$ cat src/core/status_pkg.sv
package status_pkg;
	// Widths of the two register families.
	localparam int unsigned REG_W = 16;
	localparam int unsigned BYTE_W = 8;
	// Bit positions inside the status byte.
	localparam int unsigned SB_USER0 = 0;
	localparam int unsigned SB_USER1 = 1;
	localparam int unsigned SB_ERRQ = 2;
	localparam int unsigned SB_QUES = 3;
	localparam int unsigned SB_MSG = 4;
	localparam int unsigned SB_STD = 5;
	localparam int unsigned SB_MASTER = 6;
	localparam int unsigned SB_OPER = 7;
	// Reset values of the writable parts.
	localparam logic [REG_W-1:0] RISE_RESET = 16'h7fff;
	localparam logic [REG_W-1:0] FALL_RESET = 16'h0000;
	localparam logic [REG_W-1:0] ENABLE_RESET = 16'h0000;
	localparam logic [BYTE_W-1:0] SRM_RESET = 8'h00;
	localparam logic [BYTE_W-1:0] STD_MASK_RESET = 8'h00;
	// Selector of the detailed register addressed by a command.
	localparam logic [0:0] SEL_OPER = 1'h0;
	localparam logic [0:0] SEL_QUES = 1'h1;
	// Commands accepted on the command port.
	typedef enum logic [3:0] {
		CMD_READ_STATUS,
		CMD_SERIAL_POLL,
		CMD_WRITE_SRM,
		CMD_READ_SRM,
		CMD_READ_STD_EVENT,
		CMD_WRITE_STD_MASK,
		CMD_READ_STD_MASK,
		CMD_READ_COND,
		CMD_READ_EVENT,
		CMD_WRITE_RISE,
		CMD_READ_RISE,
		CMD_WRITE_FALL,
		CMD_READ_FALL,
		CMD_WRITE_ENABLE,
		CMD_READ_ENABLE
	} cmd_t;
endpackage : status_pkg

$ cat src/core/status_event_summary_hierarchy.sv
`timescale 1ns/1ps
// How it works
// - Falling edge sets event if falling filter set.
// - Falling filter freely written, reads leave it.
// - Filters choose none, rising, falling or both.
// - Only filtered edges set events; held until read.
// - Event latch read-only, cleared by reading it.
// - Summary is OR of events AND enables.
// - Enable mask freely written, reads leave it.
// - Summary feeds a condition bit one level up.
// - Summaries computed continuously through every level.
// - Standard mask acts as standard latch enable.
// - Status bit 6 is master summary of others.
// - Status byte returned by query or serial poll.
// - Service mask bit 6 is ignored.
// - Enabled status bit rising raises service request.
// - Service mask written and read back by commands.
// - Status bit 2 flags non-empty error queue.
// - Status bit 3 is questionable register summary.
// - Status bit 4 flags waiting output message.
// - Status bit 5 is standard event summary.
// - Status bit 7 is operation register summary.
// - Five 16-bit parts, bit 15 always zero.
// - Rising edge sets event if rising filter set.
// - Condition part read-only, driven by hardware.
module status_event_summary_hierarchy #(
	parameter int unsigned WIDTH = 16
) (
	// Clock and reset.
	input wire logic clk,
	input wire logic reset,
	// Hardware status feeding the detailed registers.
	input wire logic [WIDTH-1:0] oper_cond,
	input wire logic [WIDTH-1:0] ques_cond,
	// One-cycle pulses that set standard event bits.
	input wire logic [status_pkg::BYTE_W-1:0] std_event_set,
	// Levels feeding the status byte directly.
	input wire logic error_queue_not_empty,
	input wire logic message_waiting_flag,
	input wire logic [1:0] user_status,
	// Command port from the remote message handler.
	input wire logic cmd_valid,
	input wire status_pkg::cmd_t cmd_code,
	input wire logic [0:0] cmd_sel,
	input wire logic [WIDTH-1:0] cmd_wdata,
	// Answer to each command, one cycle later.
	output logic rsp_valid,
	output logic [WIDTH-1:0] rsp_data,
	// Status towards the bus.
	output logic [status_pkg::BYTE_W-1:0] status_byte,
	output logic master_summary_flag,
	output logic srq
);
	import status_pkg::*;

	generate
		if (WIDTH < 9 || WIDTH > REG_W) begin : g_bad_width
			$error("status_event_summary_hierarchy: WIDTH must be 9 to 16");
		end
	endgenerate

	// Returns one when a command of the given code is present.
	function automatic logic is_cmd(input logic valid, input cmd_t code, input cmd_t want);
		is_cmd = valid && (code == want);
	endfunction : is_cmd

	// Widens a byte to the answer width.
	function automatic logic [WIDTH-1:0] widen(input logic [BYTE_W-1:0] b);
		widen = {{(WIDTH-BYTE_W){1'b0}}, b};
	endfunction : widen

	// Chooses the operation or the questionable copy of one register part.
	function automatic logic [WIDTH-1:0] pick_part(input logic use_oper,
		input logic [WIDTH-1:0] oper_part, input logic [WIDTH-1:0] ques_part);
		pick_part = use_oper ? oper_part : ques_part;
	endfunction : pick_part

	logic oper_hit;
	logic ques_hit;
	logic rise_wr;
	logic fall_wr;
	logic enable_wr;
	logic event_rd;
	logic [WIDTH-1:0] oper_cond_q;
	logic [WIDTH-1:0] oper_rise_q;
	logic [WIDTH-1:0] oper_fall_q;
	logic [WIDTH-1:0] oper_enable_q;
	logic [WIDTH-1:0] oper_event_q;
	logic oper_summary;
	logic [WIDTH-1:0] ques_cond_q;
	logic [WIDTH-1:0] ques_rise_q;
	logic [WIDTH-1:0] ques_fall_q;
	logic [WIDTH-1:0] ques_enable_q;
	logic [WIDTH-1:0] ques_event_q;
	logic ques_summary;
	logic [BYTE_W-1:0] std_latch_q;
	logic [BYTE_W-1:0] std_mask_q;
	logic standard_event_summary;
	logic [BYTE_W-1:0] srm_q;
	logic [BYTE_W-1:0] srm_eff;
	logic [BYTE_W-1:0] sb_cond;
	logic [BYTE_W-1:0] sb_full;
	logic master_d;
	logic [BYTE_W-1:0] armed_q;
	logic srq_rise;
	logic poll;
	logic [WIDTH-1:0] rsp_d;

	// Decode of writes and reads aimed at the detailed registers.
	assign rise_wr = is_cmd(cmd_valid, cmd_code, CMD_WRITE_RISE);
	assign fall_wr = is_cmd(cmd_valid, cmd_code, CMD_WRITE_FALL);
	assign enable_wr = is_cmd(cmd_valid, cmd_code, CMD_WRITE_ENABLE);
	assign event_rd = is_cmd(cmd_valid, cmd_code, CMD_READ_EVENT);
	assign oper_hit = (cmd_sel == SEL_OPER);
	assign ques_hit = (cmd_sel == SEL_QUES);

	// Operation register, fed straight from hardware status.
	transition_status_register #(
		.WIDTH(WIDTH)
	) u_oper (
		.clk(clk),
		.reset(reset),
		.cond_in(oper_cond),
		.wr_data(cmd_wdata),
		.rise_wr(rise_wr && oper_hit),
		.fall_wr(fall_wr && oper_hit),
		.enable_wr(enable_wr && oper_hit),
		.event_rd(event_rd && oper_hit),
		.cond_q(oper_cond_q),
		.rise_q(oper_rise_q),
		.fall_q(oper_fall_q),
		.enable_q(oper_enable_q),
		.event_q(oper_event_q),
		.summary(oper_summary)
	);

	// Questionable register, fed straight from hardware status.
	transition_status_register #(
		.WIDTH(WIDTH)
	) u_ques (
		.clk(clk),
		.reset(reset),
		.cond_in(ques_cond),
		.wr_data(cmd_wdata),
		.rise_wr(rise_wr && ques_hit),
		.fall_wr(fall_wr && ques_hit),
		.enable_wr(enable_wr && ques_hit),
		.event_rd(event_rd && ques_hit),
		.cond_q(ques_cond_q),
		.rise_q(ques_rise_q),
		.fall_q(ques_fall_q),
		.enable_q(ques_enable_q),
		.event_q(ques_event_q),
		.summary(ques_summary)
	);

	// Standard event latch: pulses set bits, a read clears, a new pulse wins.
	always_ff @(posedge clk or posedge reset) begin
		if (reset) begin
			std_latch_q <= '0;
		end else if (is_cmd(cmd_valid, cmd_code, CMD_READ_STD_EVENT)) begin
			std_latch_q <= std_event_set;
		end else begin
			std_latch_q <= std_latch_q | std_event_set;
		end
	end

	// Standard event mask is the enable part of the standard latch.
	always_ff @(posedge clk or posedge reset) begin
		if (reset) begin
			std_mask_q <= STD_MASK_RESET;
		end else if (is_cmd(cmd_valid, cmd_code, CMD_WRITE_STD_MASK)) begin
			std_mask_q <= cmd_wdata[BYTE_W-1:0];
		end
	end

	// Standard summary follows the latch and its mask at all times.
	assign standard_event_summary = |(std_latch_q & std_mask_q);

	// Service request mask, written and read back by its commands.
	always_ff @(posedge clk or posedge reset) begin
		if (reset) begin
			srm_q <= SRM_RESET;
		end else if (is_cmd(cmd_valid, cmd_code, CMD_WRITE_SRM)) begin
			srm_q <= cmd_wdata[BYTE_W-1:0];
		end
	end

	// The master bit never takes part in its own computation.
	always_comb begin
		srm_eff = srm_q;
		srm_eff[SB_MASTER] = 1'b0;
	end

	// Status byte condition bits gathered from every lower level.
	always_comb begin
		sb_cond = '0;
		sb_cond[SB_USER0] = user_status[0];
		sb_cond[SB_USER1] = user_status[1];
		sb_cond[SB_ERRQ] = error_queue_not_empty;
		sb_cond[SB_QUES] = ques_summary;
		sb_cond[SB_MSG] = message_waiting_flag;
		sb_cond[SB_STD] = standard_event_summary;
		sb_cond[SB_OPER] = oper_summary;
	end

	// Master summary over all other enabled status bits.
	assign master_d = |(sb_cond & srm_eff);

	always_comb begin
		sb_full = sb_cond;
		sb_full[SB_MASTER] = master_d;
	end

	// Registered copies of the status byte and master flag.
	always_ff @(posedge clk or posedge reset) begin
		if (reset) begin
			status_byte <= '0;
			master_summary_flag <= 1'b0;
		end else begin
			status_byte <= sb_full;
			master_summary_flag <= master_d;
		end
	end

	// Status bits seen last cycle, for rising-edge detection.
	always_ff @(posedge clk or posedge reset) begin
		if (reset) begin
			armed_q <= '0;
		end else begin
			armed_q <= sb_cond;
		end
	end

	// Only a bit that rises under its mask raises the request; masking in a set bit does not.
	assign srq_rise = |(sb_cond & ~armed_q & srm_eff);
	assign poll = is_cmd(cmd_valid, cmd_code, CMD_SERIAL_POLL);

	// Request stands until a serial poll; a new rise in that cycle wins.
	always_ff @(posedge clk or posedge reset) begin
		if (reset) begin
			srq <= 1'b0;
		end else if (srq_rise) begin
			srq <= 1'b1;
		end else if (poll) begin
			srq <= 1'b0;
		end
	end

	// Answer data chosen by the command; reads never disturb masks.
	always_comb begin
		rsp_d = '0;
		if (cmd_valid) begin
			unique case (cmd_code)
				CMD_READ_STATUS, CMD_SERIAL_POLL: rsp_d = widen(sb_full);
				CMD_READ_SRM: rsp_d = widen(srm_q);
				CMD_READ_STD_EVENT: rsp_d = widen(std_latch_q);
				CMD_READ_STD_MASK: rsp_d = widen(std_mask_q);
				CMD_READ_COND: rsp_d = pick_part(oper_hit, oper_cond_q, ques_cond_q);
				CMD_READ_EVENT: rsp_d = pick_part(oper_hit, oper_event_q, ques_event_q);
				CMD_READ_RISE: rsp_d = pick_part(oper_hit, oper_rise_q, ques_rise_q);
				CMD_READ_FALL: rsp_d = pick_part(oper_hit, oper_fall_q, ques_fall_q);
				CMD_READ_ENABLE: rsp_d = pick_part(oper_hit, oper_enable_q, ques_enable_q);
				default: rsp_d = '0;
			endcase
		end
	end

	// Every command is answered one cycle after it is taken.
	always_ff @(posedge clk or posedge reset) begin
		if (reset) begin
			rsp_valid <= 1'b0;
			rsp_data <= '0;
		end else begin
			rsp_valid <= cmd_valid;
			rsp_data <= rsp_d;
		end
	end
endmodule : status_event_summary_hierarchy

$ cat src/core/transition_status_register.sv
`timescale 1ns/1ps
module transition_status_register #(
	parameter int unsigned WIDTH = 16
) (
	// Clock and reset.
	input wire logic clk,
	input wire logic reset,
	// Live status from hardware or a lower summary.
	input wire logic [WIDTH-1:0] cond_in,
	// Writes and reads from the command decoder.
	input wire logic [WIDTH-1:0] wr_data,
	input wire logic rise_wr,
	input wire logic fall_wr,
	input wire logic enable_wr,
	input wire logic event_rd,
	// Contents of the five parts and the summary.
	output logic [WIDTH-1:0] cond_q,
	output logic [WIDTH-1:0] rise_q,
	output logic [WIDTH-1:0] fall_q,
	output logic [WIDTH-1:0] enable_q,
	output logic [WIDTH-1:0] event_q,
	output logic summary
);
	import status_pkg::*;

	// The top bit of every part is held at zero.
	localparam logic [WIDTH-1:0] USED = {1'b0, {(WIDTH-1){1'b1}}};

	generate
		if (WIDTH < 2 || WIDTH > REG_W) begin : g_bad_width
			$error("transition_status_register: WIDTH must be 2 to 16");
		end
	endgenerate

	logic [WIDTH-1:0] edge_set;

	// Condition part follows the live inputs; it is never written.
	always_ff @(posedge clk or posedge reset) begin
		if (reset) begin
			cond_q <= '0;
		end else begin
			cond_q <= cond_in & USED;
		end
	end

	// Edge filters keep their value over reads.
	always_ff @(posedge clk or posedge reset) begin
		if (reset) begin
			rise_q <= RISE_RESET[WIDTH-1:0] & USED;
			fall_q <= FALL_RESET[WIDTH-1:0] & USED;
		end else begin
			if (rise_wr) begin
				rise_q <= wr_data & USED;
			end
			if (fall_wr) begin
				fall_q <= wr_data & USED;
			end
		end
	end

	// Enable mask is written at will and unchanged by reads.
	always_ff @(posedge clk or posedge reset) begin
		if (reset) begin
			enable_q <= ENABLE_RESET[WIDTH-1:0] & USED;
		end else if (enable_wr) begin
			enable_q <= wr_data & USED;
		end
	end

	// Rising edges pass the rising filter, falling edges the falling one.
	assign edge_set = ((cond_in & ~cond_q & rise_q)
		| (~cond_in & cond_q & fall_q)) & USED;

	// Event latch holds until read; a read clears it but a new edge wins.
	always_ff @(posedge clk or posedge reset) begin
		if (reset) begin
			event_q <= '0;
		end else begin
			event_q <= (event_rd ? '0 : event_q) | edge_set;
		end
	end

	// Summary is the OR of enabled events.
	assign summary = |(event_q & enable_q);
endmodule : transition_status_register

$ cat config.mk
export PLATFORM = sky130hd
export DESIGN_NAME = status_event_summary_hierarchy
export DESIGN_NICKNAME = d
export VERILOG_FILES = /design/src/core/status_pkg.sv /design/src/core/status_event_summary_hierarchy.sv /design/src/core/transition_status_register.sv
export SDC_FILE = /design/constraint.sdc
export NUM_CORES = 1
export LEC_CHECK = 0
export BUFFER_PORTS_ARGS = -buffer_cell sky130_fd_sc_hd__buf_2
export CELL_PAD_IN_SITES_DETAIL_PLACEMENT = 0
export CELL_PAD_IN_SITES_GLOBAL_PLACEMENT = 2
export CORE_MARGIN = 1
export CORE_UTILIZATION = 44
export DETAILED_ROUTE_END_ITERATION = 8
export PLACE_DENSITY_LB_ADDON = 0.1
export SYNTH_ARGS = -nofsm -noshare
export SYNTH_HDL_FRONTEND = slang
export SYNTH_SLANG_ARGS = --single-unit
$ cat constraint.sdc
create_clock -name clk -period 21.4 [get_ports clk]
set_input_delay 5.35 -clock clk [delete_from_list [all_inputs] [get_ports clk]]
set_output_delay 5.35 -clock clk [all_outputs]
set_load 0.02 [all_outputs]
=== Word level (Yosys, flattened, before mapping) ===
Cells that the tools add are included.

* Register bits after elaboration: 210
* Output and inout port bits: 27
* Word-level logic and storage cells: 94
* Bits of input ports: 68

* Muxes and demuxes: 12
* Equal/unequal tests: 14
* Bitwise gates (word level): 25
* Reductions and logical operators: 24

{| class="wikitable"
|+ Operators with widths
! cell !! count
|-
| $pmux W16 S9 || 1
|-
| $and A15 B15 Y15 || 8
|-
| $mux W16 || 4
|-
| $mux W15 || 4
|-
| $not A15 Y15 || 4
|-
| $and A16 B15 Y16 || 2
|-
| $and A8 B8 Y8 || 4
|-
| $or A16 B15 Y16 || 2
|-
| $reduce_or A16 Y1 || 2
|-
| $or A15 B15 Y15 || 2
|-
| $eq A4 B4 Y1 const B || 7
|-
| $reduce_or A8 Y1 || 3
|-
| $eq A4 B3 Y1 const B || 4
|-
| $logic_and A1 B1 Y1 || 16
|-
| $eq A4 B2 Y1 const B || 2
|-
| $mux W8 || 1
|-
| $not A8 Y8 || 1
|-
| $or A8 B8 Y8 || 1
|-
| $eq A4 B1 Y1 const B || 1
|-
| $logic_not A4 Y1 || 1
|-
| $mux W1 || 2
|-
| $reduce_bool A2 Y1 || 1
|-
| $reduce_or A2 Y1 || 1
|-
| $not A1 Y1 || 1
|}

=== Longest topological paths before layout ===
* Depth in word-level cells: 6
* Mapped depth: 7
* Mapped depth without buffers: 5

=== By module ===
Synthesis repeated with hierarchy kept, for this count alone.

* Cell total of the unflattened synthesis: 737
* Area total of the unflattened synthesis: 9613.0 um2

{| class="wikitable"
|+ By module, submodules not included
! module !! cells an instance !! area an instance (um2) !! times used
|-
| transition_status_register || 203 || 3080.5 || 2
|-
| status_event_summary_hierarchy || 331 || 3452.1 || 1
|}

=== Worst setup path after synthesis ===
No wires, ideal clock.

* Kind: input port to flip-flop
* From: in cmd_valid
* To: reg u_ques.enable_q[10]
* Stages: 5
* Library setup time: 125 ps
* Arrival time: 6543 ps
* Data required time: 21275 ps
* Setup slack: 14732 ps
* Path through: buf_2 nand2_1 nor3_2 buf_4 mux2_2

* Longest elaborated chain between the ends: 2

{| class="wikitable"
|+ RTL lines
! item !! line !! text
|-
| start: declaration || status_event_summary_hierarchy.sv:42 || <nowiki>input wire logic cmd_valid,</nowiki>
|-
| $logic_and A1 B1 Y1 || status_event_summary_hierarchy.sv:64 || <nowiki>is_cmd = valid && (code == want);</nowiki>
|-
| $logic_and A1 B1 Y1 || status_event_summary_hierarchy.sv:147 || <nowiki>.enable_wr(enable_wr && ques_hit),</nowiki>
|-
| end signal: assignment || transition_status_register.sv:64 || <nowiki>enable_q <= ENABLE_RESET[WIDTH-1:0] & USED;</nowiki>
|-
| end signal: assignment || transition_status_register.sv:66 || <nowiki>enable_q <= wr_data & USED;</nowiki>
|-
| end: declaration || transition_status_register.sv:20 || <nowiki>output logic [WIDTH-1:0] enable_q,</nowiki>
|}

No other way between the ends.
A chain may end at the register's enable or synchronous reset.

=== Worst setup path in the final report ===
* From: in cmd_sel
* To: reg u_ques.event_q[14]

* Longest elaborated chain between the ends: 3

{| class="wikitable"
|+ RTL lines
! item !! line !! text
|-
| start: declaration || status_event_summary_hierarchy.sv:44 || <nowiki>input wire logic [0:0] cmd_sel,</nowiki>
|-
| $logic_and A1 B1 Y1 || status_event_summary_hierarchy.sv:148 || <nowiki>.event_rd(event_rd && ques_hit),</nowiki>
|-
| $mux W16 || transition_status_register.sv:79 || <nowiki>event_q <= (event_rd ? '0 : event_q) | edge_set;</nowiki>
|-
| $or A16 B15 Y16 || transition_status_register.sv:79 ||
|-
| end signal: assignment || transition_status_register.sv:79 ||
|-
| end: declaration || transition_status_register.sv:21 || <nowiki>output logic [WIDTH-1:0] event_q,</nowiki>
|}

No other way between the ends.

==> results.toml <==
[place]
post-dp-hpwl_um = 16500
port_buffers = 90
gp_congestion = 0.828
pre_cts_slack_ns = 13.18

[clock_network]
h-tree-depth = 4
numCtsBuffers = 17
clk_pin_slew_ns = 0.07
post_cts_resized = 0
clock-sinks = 199
cts_root_buffer = "clkbuf_16"
cts_max_path_buffers = 2
ctsHoldBuffers = 0
clk_latency_ns = 0.43
postCtsSetupBuffers = 0
cts_tree = "yes"

[power_and_ir_drop]
ir_worst_vdd_uv = 50.9
leakagePower_nw = 4.53
power_density_nw_per_um2 = 92.3

[yosys]
synthAdderAreaFrac = 0
synth_xor_area_frac = 0
yosys.area_share.simple = 0.110
synth.distinct_cells = 49
synth_nets = 789
synthMuxAreaShare = 0.201
synth_seq_cells = 199
synth_top_family_by_area = "multiplexers"
yosysWarnings = 0
synth_compound_area_frac = 0.110
syn_inst = 721
synth.cell_area_um2 = 9070
ys_async_sr_fraction = 1.00
synth_edf_count = 0
seq_area_frac_synth = 0.553
yosys_most_used_dff = "dfrtp_1"
synth_area_per_cell_um2 = 12.6

[sta]
hold_viol = 0
slew_headroom = 0.104
skew_ns = 0.00687
final_max_slew_viol_count = 0
setup_violations = 0
setup_tns_ns = 0
grt_setup_unrepaired = "no"
tightest_slew_ns = 1.34
period_share = 0.366
min_period_ns = 7.84
fmax_mhz = 128
setup_ws_ns = 13.56

[cells_and_area]
multiInputGateArea_um2 = 3850
seqCellArea_um2 = 5020
drive_gt1_frac = 0.347
most-common-layout-cells = "169 x dfrtp_1, 99 x mux2_2, 89 x buf_2"
n_fill_cell = 1831
syn2layout_area_growth_pct = 13.7
layout.nets = 871
n_antenna_cell = 0
final_common_cell = "dfrtp_1"

[outcome]
status = "finished clean"

[grt]
first_global_vias = 6575
antenna_found_initial = 0
grt_start_max_net_pins = 131
overflow = 0
grtUsageTotal = 0.243
grt_pass1_wl_um = 38700

[setup_path]
cp.arrival_ns = 8.13
startpoint_type = "primary input"
critical_path_class = "in2reg"
crit_required_ns = 21.69
end_kind = "register"
cp_max_fo = 43

[die]
io_pins = 95
die_area_um2 = 21200
die_y_um = 146
coreArea_um2 = 20200
rows = 52
fp.dieW_um = 146
initial_core_util = 0.448

[drt]
ant_nets = 0
post_drt_wl_per_cell_um = 22.7
routed_wl_um = 24700
first_pass_iters = 7
drc_errors = 0
drtIter0Drc = 472
via_per_inst = 5.86
vias = 6354

[worst_hold_path]
min_path_type = "reg2reg"

[flow_run]
maxCapViolations = 0
-- registers in the layout, summed over array words and instances, names as in the netlist --
name / flops
std_mask_q: 8
u_ques.enable_q: 15
u_oper.enable_q: 15
u_oper.cond_q: 15
u_ques.rise_q: 15
armed_q: 1
srq: 1
u_ques.cond_q: 15
u_ques.fall_q: 15
srm_q: 8
rsp_data: 15
rsp_valid: 1
u_oper.fall_q: 15
u_oper.rise_q: 15
u_oper.event_q: 15
u_ques.event_q: 15
status_byte: 7
std_latch_q: 8
-- critical path, stage by stage --
cell and delay (ns):
buf_4 0.47, buf_4 0.63, nand3_1 1.13, nand2_1 0.38, o211ai_1 0.14
-- final timing paths --
kind / slack (ns) / cells after the start / to / startpoint
max in group asynchronous: 14.88 / 3 / u_ques.cond_q[6] / reset
min in group asynchronous: 5.08 / 2 / u_oper.fall_q[10] / reset
hold reg to reg: 0.52 / 1 / srm_q[6] / srm_q[6]
setup / recovery: 13.56 / 5 / u_ques.event_q[14] / cmd_sel
setup reg to reg: 19.10 / 5 / rsp_data[6] / u_oper.event_q[8]
hold / removal: 0.52 / 1 / srm_q[6] / srm_q[6]
-- layer usage --
| metal | vias to the layer above | wire length [um] | global-route usage |
|---|---|---|---|
| li1 | 2862 | - | - |
| met1 | 3239 | 11300 | 0.336 |
| met2 | 208 | 11400 | 0.382 |
| met3 | 45 | 1230 | 0.0426 |
| met4 | 0 | 709 | 0.0921 |
| met5 | - | 0 | 0 |
-- kinds of logic (layout without fill, tap and decap cells) --
family | Yosys count | in the layout
compound gates | 138 | 138
buf+inv | 39 | 133
flops | 199 | 199
mux | 165 | 165
other cells | 1 | 1
simple gates | 179 | 179
-- stage by stage --
step | hold slack, ns | power [mW] | area (um^2) | util | std cells
floorplan | 0.472 | 0.587 | 9070 | - | 721
global placement | 0.490 | 0.637 | 9740 | 0.481 | 1054
detailed placement | 0.498 | 0.643 | 9740 | 0.481 | 1054
CTS | 0.517 | 0.958 | 10300 | 0.510 | 1085
global route | 0.530 | 0.997 | 10300 | 0.510 | 1085
finish | 0.518 | 0.951 | 10300 | 0.510 | 1085
-- synthesized netlist by cell type (3+ instances only) --
library cell | instances | area, um^2
a31oi_1 | 5 | 31.3
nor3_4 | 3 | 48.8
o21ai_0 | 10 | 50.1
nand2_1 | 82 | 308
nor2b_1 | 3 | 18.8
nand3b_1 | 30 | 225
mux2i_1 | 55 | 551
nand3_1 | 7 | 35.0
clkbuf_1 | 5 | 18.8
mux2_4 | 10 | 150
nor3_1 | 7 | 35.0
mux2_2 | 99 | 1110
a21oi_1 | 11 | 55.1
a21o_1 | 11 | 82.6
buf_2 | 18 | 90.1
nor2_1 | 19 | 71.3
inv_1 | 3 | 11.3
o22ai_1 | 21 | 131
dfrtp_1 | 169 | 4230
a221oi_1 | 11 | 96.3
a22oi_1 | 24 | 180
o211ai_1 | 30 | 225
or3_1 | 5 | 31.3
dfstp_2 | 30 | 788
a222oi_1 | 6 | 60.1
nor4bb_1 | 4 | 40.0
buf_4 | 11 | 82.6
-- area by class of cell --
cell class | instances | area share
sequential | 199 | 0.487
multi-input combinational | 483 | 0.373
timing repair buffer | 99 | 0.0505
clock buffer | 24 | 0.0458
tap | 270 | 0.0328
clock inverter | 7 | 0.00934
inverter | 3 | 0.00182
-- report_power, final --
group	internal, mW	switching, mW
Clock	0.178	0.137
Combinational	0.0721	0.0717
Sequential	0.442	0.0508
(Power assumes the default switching activity.)
